`src/shared/clk_gen_pkg.sv`:
```
package clk_gen_pkg;

	// register addresses on the sfr port
	localparam logic [19:0] RUN_CTRL_ADDR    = 20'hfffa1;
	localparam logic [19:0] STAB_STATUS_ADDR = 20'hfffa2;
	localparam logic [19:0] STAB_SELECT_ADDR = 20'hfffa3;
	localparam logic [19:0] SYS_CTRL_ADDR    = 20'hfffa4;

	// values after reset
	localparam logic [7:0] RUN_CTRL_RST    = 8'hc0;
	localparam logic [7:0] STAB_STATUS_RST = 8'h00;
	localparam logic [7:0] STAB_SELECT_RST = 8'h07;
	localparam logic [7:0] SYS_CTRL_RST    = 8'h01;

	// clock_run_control fields
	localparam int MAIN_HALT_BIT = 7;
	localparam int SUB_HALT_BIT  = 6;
	localparam int FAST_HALT_BIT = 0;

	// system_clock_control fields
	localparam int CPU_FLAG_BIT  = 7;
	localparam int CPU_SEL_BIT   = 6;
	localparam int MAIN_FLAG_BIT = 5;
	localparam int MAIN_SEL_BIT  = 4;
	localparam int DIV_MSB       = 2;

	// osc_stab_select field
	localparam int STAB_CODE_MSB = 2;

	// largest legal pll divider code
	localparam logic [2:0] DIV_CODE_MAX = 3'h5;

	// wait exponents for codes 0..7, status exponents for bits 7..0
	localparam logic [4:0] STAB_SEL_EXP [8]  = '{5'd8, 5'd9, 5'd10, 5'd11,
		5'd13, 5'd15, 5'd17, 5'd19};
	localparam logic [4:0] STAB_STAT_EXP [8] = '{5'd8, 5'd9, 5'd10, 5'd11,
		5'd13, 5'd15, 5'd17, 5'd18};

	// crystal edge counter, wide enough for the longest wait
	localparam int STAB_CNT_W = 20;

	// cycles a requested source must stay ready before the flag moves
	localparam int SWITCH_SETTLE_CYCLES = 4;

	// pll lock-up wait after the crystal wait, in sys_clk cycles
	localparam int PLL_LOCK_CYCLES_DEF = 1024;
	localparam int PLL_CNT_W           = 16;

	// synchroniser depth for pin inputs
	localparam int SYNC_STAGES = 2;

	typedef enum {
		WAKE_IDLE,
		WAKE_STAB,
		WAKE_PLL
	} wake_state_e;

endpackage
```
`src/hw/clock_select_and_stabilization.sv`:
```
// How it works
// - fast oscillator halt bit stops that oscillator
// - status clears on reset, stop, main halt
// - count starts on crystal start or wakeup
// - status bits set in order, stay set
// - counting stops at the selected wait
// - only real crystal edges are counted
// - crystal cpu clock holds until wait ends
// - select register resets to seven, three bits
// - codes pick two to eight..nineteen cycles
// - pll cpu clock adds lock-up wait
// - system control register resets to one
// - bit six picks pll or low-speed
// - bit four picks fast internal or crystal
// - flags report the clocks really in use
// - divider codes zero..five divide pll clock
// - both source flags are read-only
`timescale 1ns/10ps
module clock_select_and_stabilization
	import clk_gen_pkg::*;
#(
	parameter int PLL_LOCK_CYCLES = PLL_LOCK_CYCLES_DEF
) (
	input  wire logic        sys_clk,
	input  wire logic        nrst,
	input  wire logic [19:0] sfr_addr,
	input  wire logic        sfr_wr,
	input  wire logic        sfr_rd,
	input  wire logic [7:0]  sfr_wdata,
	output logic      [7:0]  sfr_rdata_q,
	input  wire logic        external_main_clock_mode,
	input  wire logic        crystal_mode_select,
	input  wire logic        pll_power_on,
	input  wire logic        stop_exec,
	input  wire logic        stop_release,
	input  wire logic        crystal_oscillator,
	input  wire logic        fast_osc_ready,
	input  wire logic        low_osc_ready,
	output logic             main_osc_enable_q,
	output logic             fast_internal_osc_enable_q,
	output logic             sub_clock_input_enable_q,
	output logic             cpu_hold_q,
	output logic             cpu_clk_tick_q,
	output logic             cpu_clock_source_flag,
	output logic             main_clock_source_flag
);
	import clk_gen_pkg::*;

	if (PLL_LOCK_CYCLES < 1 || PLL_LOCK_CYCLES >= (1 << PLL_CNT_W)) begin : g_bad_lock
		$error("clock_select_and_stabilization: PLL_LOCK_CYCLES out of range");
	end

	// wait length in crystal cycles for a select code
	function automatic logic [STAB_CNT_W-1:0] stab_limit(input logic [2:0] code);
		stab_limit = STAB_CNT_W'(1) << STAB_SEL_EXP[code];
	endfunction

	// register storage
	logic                  main_osc_halt_q;
	logic                  sub_clock_input_halt_q;
	logic                  fast_internal_osc_halt_q;
	logic [2:0]            stab_time_code_q;
	logic                  cpu_clock_source_select_q;
	logic                  main_clock_source_select_q;
	logic [2:0]            pll_divider_q;
	logic [7:0]            osc_stab_status_q;

	// crystal and ready-pin sampling
	logic [SYNC_STAGES-1:0] xtal_sync_q;
	logic                   xtal_prev_q;
	logic                   xtal_edge;
	logic [SYNC_STAGES-1:0] fast_sync_q;
	logic [SYNC_STAGES-1:0] low_sync_q;
	logic                   fast_ready_s;
	logic                   low_ready_s;

	// stabilization counting
	logic [STAB_CNT_W-1:0] stab_cnt_q;
	logic [STAB_CNT_W-1:0] stab_lim;
	logic                  counting_q;
	logic                  stab_done;
	logic                  stab_clear;
	logic                  stab_start;
	logic [7:0]            stab_reached;

	// stop and wakeup
	logic                  stop_mode_q;
	wake_state_e           wake_state_q;
	logic [PLL_CNT_W-1:0]  pll_cnt_q;

	// divider
	logic [4:0]            div_cnt_q;
	logic [2:0]            div_code;
	logic [4:0]            div_last;

	// write strobes, pin mode and switch targets
	logic                  wr_run;
	logic                  wr_select;
	logic                  wr_sys;
	logic                  crystal_pin_mode;
	logic                  main_target_ok;
	logic                  cpu_target_ok;

	assign wr_run    = sfr_wr && (sfr_addr == RUN_CTRL_ADDR);
	assign wr_select = sfr_wr && (sfr_addr == STAB_SELECT_ADDR);
	assign wr_sys    = sfr_wr && (sfr_addr == SYS_CTRL_ADDR);

	// crystal mode means pin bits 0 and 1; a halt-bit clear counts only in this mode, a stop wakeup counts the pin in any mode
	assign crystal_pin_mode = !external_main_clock_mode && crystal_mode_select;

	// ---------------- pin synchronisers ----------------
	always_ff @(posedge sys_clk) begin
		if (!nrst) begin
			xtal_sync_q <= '0;
			fast_sync_q <= '0;
			low_sync_q  <= '0;
			xtal_prev_q <= 1'b0;
		end else begin
			xtal_sync_q <= {xtal_sync_q[SYNC_STAGES-2:0], crystal_oscillator};
			fast_sync_q <= {fast_sync_q[SYNC_STAGES-2:0], fast_osc_ready};
			low_sync_q  <= {low_sync_q[SYNC_STAGES-2:0], low_osc_ready};
			xtal_prev_q <= xtal_sync_q[SYNC_STAGES-1];
		end
	end

	// a start-up delay produces no edges, so it never reaches the count
	assign xtal_edge    = xtal_sync_q[SYNC_STAGES-1] && !xtal_prev_q;
	assign fast_ready_s = fast_sync_q[SYNC_STAGES-1];
	assign low_ready_s  = low_sync_q[SYNC_STAGES-1];

	// ---------------- clock_run_control ----------------
	// software owns the guard conditions; hardware obeys the halt bits as written
	always_ff @(posedge sys_clk) begin
		if (!nrst) begin
			main_osc_halt_q          <= RUN_CTRL_RST[MAIN_HALT_BIT];
			sub_clock_input_halt_q   <= RUN_CTRL_RST[SUB_HALT_BIT];
			fast_internal_osc_halt_q <= RUN_CTRL_RST[FAST_HALT_BIT];
		end else if (wr_run) begin
			main_osc_halt_q          <= sfr_wdata[MAIN_HALT_BIT];
			sub_clock_input_halt_q   <= sfr_wdata[SUB_HALT_BIT];
			fast_internal_osc_halt_q <= sfr_wdata[FAST_HALT_BIT];
		end
	end

	// stop mode halts the main and fast internal oscillators until wakeup
	always_ff @(posedge sys_clk) begin
		if (!nrst) begin
			stop_mode_q <= 1'b0;
		end else if (stop_release) begin
			stop_mode_q <= 1'b0;
		end else if (stop_exec) begin
			stop_mode_q <= 1'b1;
		end
	end

	always_ff @(posedge sys_clk) begin
		if (!nrst) begin
			main_osc_enable_q          <= 1'b0;
			fast_internal_osc_enable_q <= 1'b1;
			sub_clock_input_enable_q   <= 1'b0;
		end else begin
			main_osc_enable_q          <= !main_osc_halt_q && !stop_mode_q;
			fast_internal_osc_enable_q <= !fast_internal_osc_halt_q && !stop_mode_q;
			sub_clock_input_enable_q   <= !sub_clock_input_halt_q;
		end
	end

	// ---------------- osc_stab_select ----------------
	// no lockout during a count; a mid-count change just moves the end point
	always_ff @(posedge sys_clk) begin
		if (!nrst) begin
			stab_time_code_q <= STAB_SELECT_RST[STAB_CODE_MSB:0];
		end else if (wr_select) begin
			stab_time_code_q <= sfr_wdata[STAB_CODE_MSB:0];
		end
	end

	// ---------------- stabilization counter ----------------
	assign stab_clear = stop_exec || (wr_run && sfr_wdata[MAIN_HALT_BIT]);
	// crystal start needs pin mode set first; a halt-bit clear otherwise counts nothing
	assign stab_start = (wr_run && main_osc_halt_q && !sfr_wdata[MAIN_HALT_BIT]
		&& crystal_pin_mode) || stop_release;
	assign stab_lim   = stab_limit(stab_time_code_q);
	assign stab_done  = (stab_cnt_q >= stab_lim);

	always_ff @(posedge sys_clk) begin
		if (!nrst) begin
			counting_q <= 1'b0;
		end else if (stab_clear) begin
			counting_q <= 1'b0;
		end else if (stab_start) begin
			counting_q <= 1'b1;
		end else if (stab_done) begin
			counting_q <= 1'b0;
		end
	end

	always_ff @(posedge sys_clk) begin
		if (!nrst) begin
			stab_cnt_q <= '0;
		end else if (stab_clear || stab_start) begin
			stab_cnt_q <= '0;
		end else if (counting_q && xtal_edge && !stab_done) begin
			stab_cnt_q <= stab_cnt_q + STAB_CNT_W'(1);
		end
	end

	// one threshold compare per status bit, msb is the shortest wait
	for (genvar i = 0; i < 8; i++) begin : g_thresh
		assign stab_reached[7-i] = (stab_cnt_q >= (STAB_CNT_W'(1) << STAB_STAT_EXP[i]));
	end

	always_ff @(posedge sys_clk) begin
		if (!nrst) begin
			osc_stab_status_q <= STAB_STATUS_RST;
		end else if (stab_clear || stab_start) begin
			osc_stab_status_q <= STAB_STATUS_RST;
		end else begin
			osc_stab_status_q <= osc_stab_status_q | stab_reached;
		end
	end

	// ---------------- system_clock_control ----------------
	// main select is not frozen here; software keeps it still while it must
	always_ff @(posedge sys_clk) begin
		if (!nrst) begin
			cpu_clock_source_select_q  <= SYS_CTRL_RST[CPU_SEL_BIT];
			main_clock_source_select_q <= SYS_CTRL_RST[MAIN_SEL_BIT];
			pll_divider_q              <= SYS_CTRL_RST[DIV_MSB:0];
		end else if (wr_sys) begin
			cpu_clock_source_select_q  <= sfr_wdata[CPU_SEL_BIT];
			main_clock_source_select_q <= sfr_wdata[MAIN_SEL_BIT];
			pll_divider_q              <= sfr_wdata[DIV_MSB:0];
		end
	end

	// switch targets: the new source must actually be running; a cpu switch back to the pll is always allowed
	assign main_target_ok = main_clock_source_select_q ?
		(main_osc_enable_q && osc_stab_status_q[7]) :
		(fast_internal_osc_enable_q && fast_ready_s);
	assign cpu_target_ok  = cpu_clock_source_select_q ? low_ready_s : 1'b1;

	clock_source_switch #(
		.SETTLE     (SWITCH_SETTLE_CYCLES),
		.RESET_FLAG (SYS_CTRL_RST[MAIN_FLAG_BIT])
	) u_main_switch (
		.sys_clk       (sys_clk),
		.nrst          (nrst),
		.select_req    (main_clock_source_select_q),
		.target_ready  (main_target_ok),
		.source_flag_q (main_clock_source_flag)
	);

	clock_source_switch #(
		.SETTLE     (SWITCH_SETTLE_CYCLES),
		.RESET_FLAG (SYS_CTRL_RST[CPU_FLAG_BIT])
	) u_cpu_switch (
		.sys_clk       (sys_clk),
		.nrst          (nrst),
		.select_req    (cpu_clock_source_select_q),
		.target_ready  (cpu_target_ok),
		.source_flag_q (cpu_clock_source_flag)
	);

	// ---------------- wakeup hold ----------------
	// internal fast clock as cpu clock gets no hold; software polls status
	always_ff @(posedge sys_clk) begin
		if (!nrst) begin
			wake_state_q <= WAKE_IDLE;
		end else begin
			case (wake_state_q)
				WAKE_IDLE: begin
					if (stop_release && !cpu_clock_source_flag
						&& main_clock_source_flag) begin
						wake_state_q <= WAKE_STAB;
					end
				end
				WAKE_STAB: begin
					if (stab_done && pll_power_on) begin
						wake_state_q <= WAKE_PLL;
					end else if (stab_done) begin
						wake_state_q <= WAKE_IDLE;
					end
				end
				WAKE_PLL: begin
					if (pll_cnt_q == PLL_CNT_W'(PLL_LOCK_CYCLES - 1)) begin
						wake_state_q <= WAKE_IDLE;
					end
				end
				default: begin
					wake_state_q <= WAKE_IDLE;
				end
			endcase
		end
	end

	always_ff @(posedge sys_clk) begin
		if (!nrst) begin
			pll_cnt_q <= '0;
		end else if (wake_state_q == WAKE_PLL) begin
			pll_cnt_q <= pll_cnt_q + PLL_CNT_W'(1);
		end else begin
			pll_cnt_q <= '0;
		end
	end

	// hold also covers the release cycle itself
	always_ff @(posedge sys_clk) begin
		if (!nrst) begin
			cpu_hold_q <= 1'b0;
		end else begin
			cpu_hold_q <= (wake_state_q == WAKE_STAB && !(stab_done && !pll_power_on))
				|| (wake_state_q == WAKE_PLL
				&& pll_cnt_q != PLL_CNT_W'(PLL_LOCK_CYCLES - 1))
				|| (wake_state_q == WAKE_IDLE && stop_release
				&& !cpu_clock_source_flag && main_clock_source_flag);
		end
	end

	// ---------------- pll divider ----------------
	// prohibited codes clamp to the slowest ratio rather than wrap
	assign div_code = (pll_divider_q > DIV_CODE_MAX) ? DIV_CODE_MAX : pll_divider_q;
	assign div_last = 5'((6'h01 << div_code) - 6'h01);

	always_ff @(posedge sys_clk) begin
		if (!nrst) begin
			div_cnt_q <= 5'h00;
		end else if (cpu_clock_source_flag || div_cnt_q >= div_last) begin
			div_cnt_q <= 5'h00;
		end else begin
			div_cnt_q <= div_cnt_q + 5'h01;
		end
	end

	// low-speed clock passes undivided; stop and hold gate the cpu tick
	always_ff @(posedge sys_clk) begin
		if (!nrst) begin
			cpu_clk_tick_q <= 1'b0;
		end else if (stop_mode_q || cpu_hold_q) begin
			cpu_clk_tick_q <= 1'b0;
		end else if (cpu_clock_source_flag) begin
			cpu_clk_tick_q <= 1'b1;
		end else begin
			cpu_clk_tick_q <= (div_cnt_q >= div_last);
		end
	end

	// ---------------- read port ----------------
	always_ff @(posedge sys_clk) begin
		if (!nrst) begin
			sfr_rdata_q <= 8'h00;
		end else if (sfr_rd) begin
			case (sfr_addr)
				RUN_CTRL_ADDR: begin
					sfr_rdata_q <= {main_osc_halt_q, sub_clock_input_halt_q, 5'h00,
						fast_internal_osc_halt_q};
				end
				STAB_STATUS_ADDR: begin
					sfr_rdata_q <= osc_stab_status_q;
				end
				STAB_SELECT_ADDR: begin
					sfr_rdata_q <= {5'h00, stab_time_code_q};
				end
				SYS_CTRL_ADDR: begin
					sfr_rdata_q <= {cpu_clock_source_flag, cpu_clock_source_select_q,
						main_clock_source_flag, main_clock_source_select_q, 1'b0,
						pll_divider_q};
				end
				default: begin
					sfr_rdata_q <= 8'h00;
				end
			endcase
		end else begin
			sfr_rdata_q <= 8'h00;
		end
	end

endmodule

```
`src/hw/clock_source_switch.sv`:
```
`timescale 1ns/10ps
module clock_source_switch
	import clk_gen_pkg::*;
#(
	parameter int   SETTLE     = SWITCH_SETTLE_CYCLES,
	parameter logic RESET_FLAG = 1'b0
) (
	input  wire logic sys_clk,
	input  wire logic nrst,
	input  wire logic select_req,
	input  wire logic target_ready,
	output logic      source_flag_q
);
	import clk_gen_pkg::*;

	if (SETTLE < 1 || SETTLE > 255) begin : g_bad_settle
		$error("clock_source_switch: SETTLE out of range");
	end

	logic [7:0] settle_cnt_q;
	logic       pending;

	assign pending = (select_req != source_flag_q) && target_ready;

	// the flag moves only after the new source has run cleanly for a while
	always_ff @(posedge sys_clk) begin
		if (!nrst) begin
			settle_cnt_q <= 8'h00;
		end else if (!pending) begin
			settle_cnt_q <= 8'h00;
		end else if (settle_cnt_q != 8'(SETTLE)) begin
			settle_cnt_q <= settle_cnt_q + 8'h01;
		end
	end

	always_ff @(posedge sys_clk) begin
		if (!nrst) begin
			source_flag_q <= RESET_FLAG;
		end else if (pending && settle_cnt_q == 8'(SETTLE)) begin
			source_flag_q <= select_req;
		end
	end

endmodule

```
`config.mk`:
```
export PLATFORM = sky130hd
export DESIGN_NAME = clock_select_and_stabilization
export DESIGN_NICKNAME = d
export VERILOG_FILES = /design/src/shared/clk_gen_pkg.sv /design/src/hw/clock_select_and_stabilization.sv /design/src/hw/clock_source_switch.sv
export SDC_FILE = /design/constraint.sdc
export NUM_CORES = 1
export LEC_CHECK = 0
export BUFFER_PORTS_ARGS = -buffer_cell sky130_fd_sc_hd__buf_2
export CORE_MARGIN = 2
export CORE_UTILIZATION = 40
export CTS_CLUSTER_DIAMETER = 150
export DETAILED_ROUTE_END_ITERATION = 16
export GPL_ROUTABILITY_DRIVEN = 0
export SKIP_CTS_REPAIR_TIMING = 1
export SYNTH_ARGS = -nofsm -noshare
export SYNTH_HDL_FRONTEND = slang
export SYNTH_HIERARCHICAL = 1
export SYNTH_SLANG_ARGS = --single-unit
```
`constraint.sdc`:
```
create_clock -name sys_clk -period 2.55 [get_ports sys_clk]
set_input_delay 0.1275 -clock sys_clk [delete_from_list [all_inputs] [get_ports sys_clk]]
set_output_delay 0.1275 -clock sys_clk [all_outputs]
set_load 0.01 [all_outputs]
```
==> results of run 1 <==
[stage by stage]
| stage | setup slack (ns) | power, mW |
|---|---|---|
| after detailed placement | 0.0651 | 1.88 |
| after floorplan | 0.0469 | 1.81 |
| after CTS | 0.0515 | 3.34 |
| after global placement | 0.115 | 1.87 |
| final | 0.146 | 3.30 |
| after global routing | 0.0279 | 3.43 |
[flip-flops by register name (all words and copies together) (netlist names), 2 cells and up]
register and flops:
stab_time_code_q 3, osc_stab_status_q 8, pll_cnt_q 16, low_sync_q 2, fast_sync_q 2, xtal_sync_q 2
u_cpu_switch/settle_cnt_q 8, u_main_switch/settle_cnt_q 8, pll_divider_q 3, wake_state_q 2, sfr_rdata_q 8, div_cnt_q 5
stab_cnt_q 20
[final cells by class]
| type | count | area, µm² | area share |
|---|---|---|---|
| Timing Repair Buffer | 65 | 365 | 0.0635 |
| Sequential cell | 102 | 2050 | 0.356 |
| Clock buffer | 12 | 246 | 0.0428 |
| Tap cell | 147 | 184 | 0.0320 |
| Clock inverter | 4 | 70.1 | 0.0122 |
| Inverter | 19 | 71.3 | 0.0124 |
| Multi-Input combinational cell | 431 | 2770 | 0.482 |
[worst max-delay path by stage]
stage                                  end  slack (ns)  cells past startpoint
3_3_place_gp   stab_cnt_q[16]$_SDFFE_PP0P_        0.12                      9
2_1_floorplan  stab_cnt_q[10]$_SDFFE_PP0P_        0.05                      9
4_1_cts        stab_cnt_q[19]$_SDFFE_PP0P_        0.05                      9
3_5_place_dp       counting_q$_SDFFE_PP0P_        0.07                      8
6_report           counting_q$_SDFFE_PP0P_        0.15                      8
5_1_grt         stab_cnt_q[7]$_SDFFE_PP0P_        0.03                      9
[routing by layer]
layer	vias up	share of wire	track usage
met3	17	0.042	0.0569
li1	2116	-	-
met5	-	0.0010	0
met2	65	0.49	0.283
met4	2	0.016	0.0554
met1	1928	0.45	0.196
[report_power, final]
| part | internal, mW | switching [mW] |
|---|---|---|
| Sequential | 1.62 | 0.0178 |
| Combinational | 0.103 | 0.103 |
| Clock | 0.884 | 0.572 |
[Yosys cell counts (all sizes together), types with 10 or more instances]
cell   count
a21oi     28
nor2      76
nand3     49
inv       19
ha        28
nand2     43
and2      11
o21ai     19
dfxtp    102
xor2      29
mux2i     13
nor3      15
and3      10
nand4     22
or3       13
[cell families after synthesis]
logic type | count (synthesis)
compound gates | 72
fa+ha+maj | 28
simple gates | 275
other cells | 1
xor+xnor | 38
mux | 13
buf+inv | 36
flops | 102
[worst max-delay path, delay by kind of cell (launching register included)]
kind / cells / cell delay [ns]
DFF: 1 / 0.37
and+or+nand+nor: 5 / 1.10
AOI/OAI and AO/OA: 2 / 0.53
adders and majority gates: 1 / 0.28
==> impl_metrics.toml, run 1 <==
[timing]
slew_violations = 0
period_needed_ns = 2.40
setup_tns_ns = 0
grt_setup_unrepaired = "false"
hold_violations = 0
max_freq_mhz = 416
worst_pin_slew_ns = 0.526
worst_clock_skew_ns = 0.00418
finalCritPeriodShare = 0.943
slew_headroom = 0.646
whs_ns = 0.00332
setup_viol_count_final = 0

[die]
num_io_pins = 55
dieArea_mm2 = 0.0132
start_util = 0.411
core_area_mm2 = 0.0120
fp.dieH_um = 115
rows = 40
die-width_um = 115

[global_routing]
antenna_found_initial = 1
grt_pass1_wl_um = 17400
grt_pass1_vias = 3719
grt.overflow.total = 0
grt_max_degree = 29
grt_usage = 0.166

[synthesis]
yosys_most_used_dff = "dfxtp_1"
synthArstFlopShare = 0
synth-adder-area-share = 0.0710
yosys.area.top_type_share = 0.414
synth-simple-area-share = 0.294
synth-xor-area-share = 0.0674
yosysSeqAreaShare = 0.414
ys_ff_latch = 102
ys_top_cells_by_area = "dfxtp_1, ha_1, nor2_1"
synthCells = 565
syn_area_per_cell_um2 = 8.74
synth_warnings = 6
ys_types = 54
synth.area.mux_share = 0.0264
synth_compound_area_frac = 0.0968
synth_top_family_by_area = "simple AND/OR/NAND/NOR gates"
synth.cell_area_mm2 = 0.00494
yosys.area.top_type = "dfxtp_1"
synth_enable_flop_cells = 0

[setup_path]
rrSetupSlack_ns = 0.15
critPathRequiredTime_ns = 2.77
critPathLaunchType = "flop"
worstPathMaxFanout = 10
path_cells = "or3b_2 -> ha_1 -> nand2_1 -> nor4_2 -> a22oi_4 -> nor4b_4 -> a221oi_1 -> nor4b_2"
slowest_stage = "or3b_2"
reg2reg_from = "stab_time_code_q[2]$_SDFFE_PN1P_"
cpPeakStageDelay_ns = 0.47
r2r_end = "counting_q$_SDFFE_PP0P_"
path_class = "reg2reg"
arrival_ns = 2.63
crit_path_start = "stab_time_code_q[2]$_SDFFE_PN1P_"
end_kind = "flop"
reg2reg_depth = 8

[routing]
drt-vias-per-instance = 5.29
dr.pass1.iters = 5
vias = 4128
drc = 0
final_antenna_net_count = 0
routed_wl_um = 10700
dr.first_iter.drc_count = 183
wl_per_cell_um = 13.8

[cts]
clkTransAtPathRegs_ns = 0.06
clk_path_buf_depth = 2
clk_latency_ns = 0.35
cts_sinks = 102
h-tree-depth = 3
cts_tree = "built"
numCtsBuffers = 9
cts_root_buf = "clkbuf_16"

[finish]
drive_gt1_frac = 0.158
fin_cells = 780
design_area_mm2 = 0.00575
layout.nets = 696
mostFrequentLayoutCells = "dfxtp_1, nor2_1, buf_2, nand3_1, nand2_1"
syn_to_final_growth_pct = 16.6
fillers = 1152
final_util = 0.479
diodes = 0
final_common_cell = "dfxtp_1"

[power_and_ir_drop]
peakVddDrop_uv = 320
p_per_area_mw_per_mm2 = 574
p_leak_nw = 2.19

[place]
detailed_place_hpwl_um = 8030
place_area_mm2 = 0.00540
port_buffers = 52
placed_cells = 761

[min_path]
hp-class = "in2reg"
whs_endpoint = "counting_q$_SDFFE_PP0P_"
hold_start = "stop_exec"
hold_depth = 2

[run_status]
status = "completed"

[run]
maxCapViolCount = 0
Power figures use the tool's default switching activity.
==> run 2, diff against run 1 <==
Settings changed: CTS_BUF_LIST from default to sky130_fd_sc_hd__clkbuf_16, PLACE_DENSITY_LB_ADDON from default to 0.1.
==> impl_metrics.toml, run 2 (synthesis results as in run 1) <==
[run_status]
status = "completed"

[timing]
hold_violations = 0
worst_clock_skew_ns = 0.00669
slew_violations = 0
setup_slack_ns = 0.154
slew_headroom = 0.620
finalCritPeriodShare = 0.940
setup_tns_ns = 0
setup_viol_count_final = 0
grt_setup_unrepaired = "false"
worst_pin_slew_ns = 0.565
whs_ns = 0.00139
period_needed_ns = 2.40
max_freq_mhz = 417

[place]
port_buffers = 52
placed_cells = 761
pre_cts_slack_ns = 0.0479
detailed_place_hpwl_um = 7960
place_area_mm2 = 0.00540

[min_path]
whs_endpoint = "xtal_sync_q[0]$_SDFF_PN0_"
hp-class = "in2reg"
hold_depth = 2
hold_start = "crystal_oscillator"

[finish]
mostFrequentLayoutCells = "dfxtp_1, nor2_1, buf_2, nand3_1, nand2_1"
final_common_cell = "dfxtp_1"
drive_gt1_frac = 0.158
layout.nets = 696
syn_to_final_growth_pct = 15.6
fillers = 1183
largest_reg_flops = 20
fin_cells = 780
design_area_mm2 = 0.00571
diodes = 0
top_regs = "stab_cnt_q: 20 flops, pll_cnt_q: 16 flops"
regMostFlops = "stab_cnt_q"
final_util = 0.475

[routing]
routed_wl_um = 10700
vias = 4054
drt-vias-per-instance = 5.20
dr.pass1.iters = 5
final_antenna_net_count = 0
drc = 0
wl_per_cell_um = 13.7
dr.first_iter.drc_count = 294

[power_and_ir_drop]
p_sw_frac = 0.230
p_switching_mw = 0.710
intPower_mw = 2.38
peakVddDrop_uv = 536
finalPower_mw = 3.09
pwr-share-comb = 0.067
p_leak_nw = 2.17
clockPowerShare = 0.402
power_frac_seq = 0.531
p_per_area_mw_per_mm2 = 541

[die]
rows = 40
dieArea_mm2 = 0.0132
fp.dieH_um = 115
die-width_um = 115
start_util = 0.411
core_area_mm2 = 0.0120
num_io_pins = 55

[setup_path]
critPathRequiredTime_ns = 2.77
r2r_end = "counting_q$_SDFFE_PP0P_"
critPathLaunchType = "flop"
path_delay_family = "simple AND/OR/NAND/NOR gates"
path_class = "reg2reg"
cpPeakStageDelay_ns = 0.48
crit_buf_inv = 0
worstPathMaxFanout = 10
arrival_ns = 2.62
slowest_stage = "or3b_2"
end_kind = "flop"
reg2reg_from = "stab_time_code_q[2]$_SDFFE_PN1P_"
rrSetupSlack_ns = 0.15
reg2reg_depth = 8
path_cells = "or3b_2 -> ha_1 -> nand2_1 -> nor4_2 -> a22oi_4 -> nor4b_4 -> a221oi_1 -> nor4b_2"

[cts]
clk_path_buf_depth = 2
clkTransAtPathRegs_ns = 0.07
cts_sinks = 102
cts_tree = "built"
cts_root_buf = "clkbuf_16"
h-tree-depth = 3
clk_latency_ns = 0.34
numCtsBuffers = 9

[global_routing]
grt_usage = 0.173
grt_max_degree = 29
grt_pass1_wl_um = 18200
grt.overflow.total = 0
antenna_found_initial = 0
grt_pass1_vias = 3906

[run]
maxCapViolCount = 0
==> run 2: area by class of cell <==
type	count	area, µm²	area share
multi-input combinational	431	2770	0.485
clock buffer	9	225	0.0395
sequential	102	2050	0.359
tap	147	184	0.0322
timing repair buffer	65	365	0.0640
inverter	19	71.3	0.0125
clock inverter	7	42.5	0.00745
==> run 2: worst max-delay path by stage <==
stage                                                start                           to  slack (ns)  cells past startpoint
after floorplan           stab_time_code_q[1]$_SDFFE_PN1P_  stab_cnt_q[10]$_SDFFE_PP0P_        0.05                      9
after detailed placement  stab_time_code_q[1]$_SDFFE_PN1P_      counting_q$_SDFFE_PP0P_        0.05                      8
final                     stab_time_code_q[2]$_SDFFE_PN1P_      counting_q$_SDFFE_PP0P_        0.15                      8
after CTS                 stab_time_code_q[1]$_SDFFE_PN1P_      counting_q$_SDFFE_PP0P_        0.04                      8
after global routing      stab_time_code_q[2]$_SDFFE_PN1P_      counting_q$_SDFFE_PP0P_        0.02                      8
after global placement    stab_time_code_q[1]$_SDFFE_PN1P_      counting_q$_SDFFE_PP0P_        0.12                      8
==> run 2: power groups by stage <==
stage                     registers (mW)  clock network (mW)  logic, mW
after floorplan                     1.67                   0      0.131
after global placement              1.67                   0      0.202
after detailed placement            1.68                   0      0.207
after CTS                           1.64                1.29      0.208
after global routing                1.64                1.35      0.238
final                               1.64                1.24      0.207
==> run 2: routing by layer <==
| layer | up-vias | track usage | part of all wire |
|---|---|---|---|
| li1 | 2118 | - | - |
| met1 | 1888 | 0.219 | 0.48 |
| met2 | 40 | 0.291 | 0.48 |
| met3 | 8 | 0.0480 | 0.030 |
| met4 | 0 | 0.0474 | 0.011 |
| met5 | - | 0 | 0 |
==> run 3, diff against run 2 <==
Settings changed: ABC_AREA from default to 1.
Clock period 2.55 ns to 2.59 ns, I/O delays scaled along.
==> impl_metrics.toml, run 3 <==
[run_status]
status = "completed"

[timing]
grt_setup_unrepaired = "false"
finalCritPeriodShare = 0.857
setup_slack_ns = 0.371
hold_violations = 0
worst_pin_slew_ns = 0.640
max_freq_mhz = 451
period_needed_ns = 2.22
worst_clock_skew_ns = 0.00687
setup_tns_ns = 0
slew_headroom = 0.573
slew_violations = 0
whs_ns = 0.0180
setup_viol_count_final = 0

[power_and_ir_drop]
peakVddDrop_uv = 330
p_per_area_mw_per_mm2 = 488
finalPower_mw = 3.17
p_leak_nw = 2.94

[cts]
numCtsBuffers = 9
h-tree-depth = 3
clkTransAtPathRegs_ns = 0.07
clk_latency_ns = 0.35
cts_root_buf = "clkbuf_16"
cts_tree = "built"
clk_path_buf_depth = 2
cts_sinks = 102

[synthesis]
syn_area_per_cell_um2 = 6.76
synth.cell_area_mm2 = 0.00570
synth-adder-area-share = 0.0615
synth_top_family_by_area = "simple AND/OR/NAND/NOR gates"
synth_compound_area_frac = 0.0707
synth-simple-area-share = 0.373
synth_warnings = 6
yosys.area.top_type = "dfxtp_1"
synthTopCellsByCount = "nand2_1, inv_1, dfxtp_1"
yosys_most_used_dff = "dfxtp_1"
yosysSeqAreaShare = 0.358
synth.area.mux_share = 0
ys_top_cells_by_area = "dfxtp_1, nand2_1, inv_1"
synth_most_common_cell = "nand2_1"
synthArstFlopShare = 0
ys_ff_latch = 102
yosys.area.top_type_share = 0.358
ys_types = 37
synth-xor-area-share = 0.0338
synth_enable_flop_cells = 0
synthCells = 843

[routing]
drc = 0
wl_per_cell_um = 12.0
routed_wl_um = 13200
dr.first_iter.drc_count = 297
final_antenna_net_count = 0
drt-vias-per-instance = 4.74
dr.pass1.iters = 5
vias = 5182

[setup_path]
path_cells = "inv_1 -> nor2_1 -> nand2_1 -> ha_1 -> a21oi_1 -> nand2_1 -> a21oi_1 -> nand4_4 -> nand2_1 -> nand2_1 -> nand2_1 -> inv_1"
crit_buf_inv = 2
end_kind = "flop"
path_class = "reg2reg"
path_delay_family = "simple AND/OR/NAND/NOR gates"
critPathLaunchType = "flop"
arrival_ns = 2.47
crit_top_cell = "nand2_1"
slowest_stage = "dfxtp_1"
critPathRequiredTime_ns = 2.84
cpPeakStageDelay_ns = 0.37
worstPathMaxFanout = 20

[global_routing]
grt_usage = 0.181
grt.overflow.total = 0
grt_pass1_wl_um = 21800
antenna_found_initial = 0
grt_max_degree = 21
grt_pass1_vias = 4613

[finish]
design_area_mm2 = 0.00650
top_regs = "stab_cnt_q: 20 flops, pll_cnt_q: 16 flops"
final_util = 0.468
regMostFlops = "stab_cnt_q"
layout.nets = 977
largest_reg_flops = 20
syn_to_final_growth_pct = 14.1
diodes = 0
mostFrequentLayoutCells = "nand2_1, inv_1, dfxtp_1, nor2_1, nand3_1"
fin_cells = 1093
drive_gt1_frac = 0.129
final_common_cell = "nand2_1"

[run]
maxCapViolCount = 0

[die]
core_area_mm2 = 0.0139
num_io_pins = 55
dieArea_mm2 = 0.0152
die-width_um = 123
rows = 43
fp.dieH_um = 123
start_util = 0.410

[place]
port_buffers = 52
placed_cells = 1074
detailed_place_hpwl_um = 10100
place_area_mm2 = 0.00616
pre_cts_slack_ns = 0.247

[min_path]
hp-class = "in2reg"
==> run 3: cell count changes after synthesis, moves of 10 or more <==
cell,before,now
a21oi_1,28,41
and2_1,11,1
inv_1,19,120
inv_2,0,10
mux2i_1,13,0
nand2_1,42,231
nand4_1,21,31
nor2_1,76,100
nor2_2,0,11
or3_1,13,0
xor2_1,29,14
==> run 3: area by class of cell <==
type,instances,area [µm²]
inverters,131,492
well taps,180,225
clock buffers,9,225
fillers,1486,7380
clock inverters,6,63.8
flip-flops and latches,102,2040
repair buffers,63,353
multi-input cells,602,3100
==> run 3: kinds of logic (layout without fill, tap and decap cells) <==
kind of cell,count (synthesis),after routing
buf+inv,143,209
fa+ha+maj,28,28
other cells,1,5
xor+xnor,22,22
compound gates,76,76
flops,102,102
simple gates,471,471
==> run 3: tightest hold or removal path, delay by kind of cell <==
family | cells | cell delay (ns)
buffers and inverters | 1 | 0.09
AOI/OAI and AO/OA | 1 | 0.06
and+or+nand+nor | 1 | 0.05
==> run 3: path summary, 6_finish.rpt <==
check | start | endpoint | slack (ns) | cells after the start
worst max register to register | stab_time_code_q[2]$_SDFFE_PN1P_ | stab_cnt_q[8]$_SDFFE_PP0P_ | 0.37 | 12
worst min register to register | fast_sync_q[0]$_SDFF_PN0_ | fast_sync_q[1]$_SDFF_PN0_ | 0.41 | 2
worst min-delay path | sfr_wdata[2] | stab_time_code_q[2]$_SDFFE_PN1P_ | 0.02 | 3
worst max-delay path | stab_time_code_q[2]$_SDFFE_PN1P_ | stab_cnt_q[8]$_SDFFE_PP0P_ | 0.37 | 12
==> run 3: report_power, final <==
group	internal [mW]	total, mW	switching [mW]
Sequential	1.59	1.61	0.0159
Combinational	0.0811	0.203	0.122
Clock	0.745	1.36	0.616
==> run 3: per-layer routing <==
layer | track usage | vias to the layer above | routed length [µm]
met3 | 0.0489 | 11 | 426
met1 | 0.237 | 2319 | 6640
li1 | - | 2781 | -
met4 | 0.0447 | 0 | 139
met2 | 0.296 | 71 | 5960
met5 | 0 | - | 0
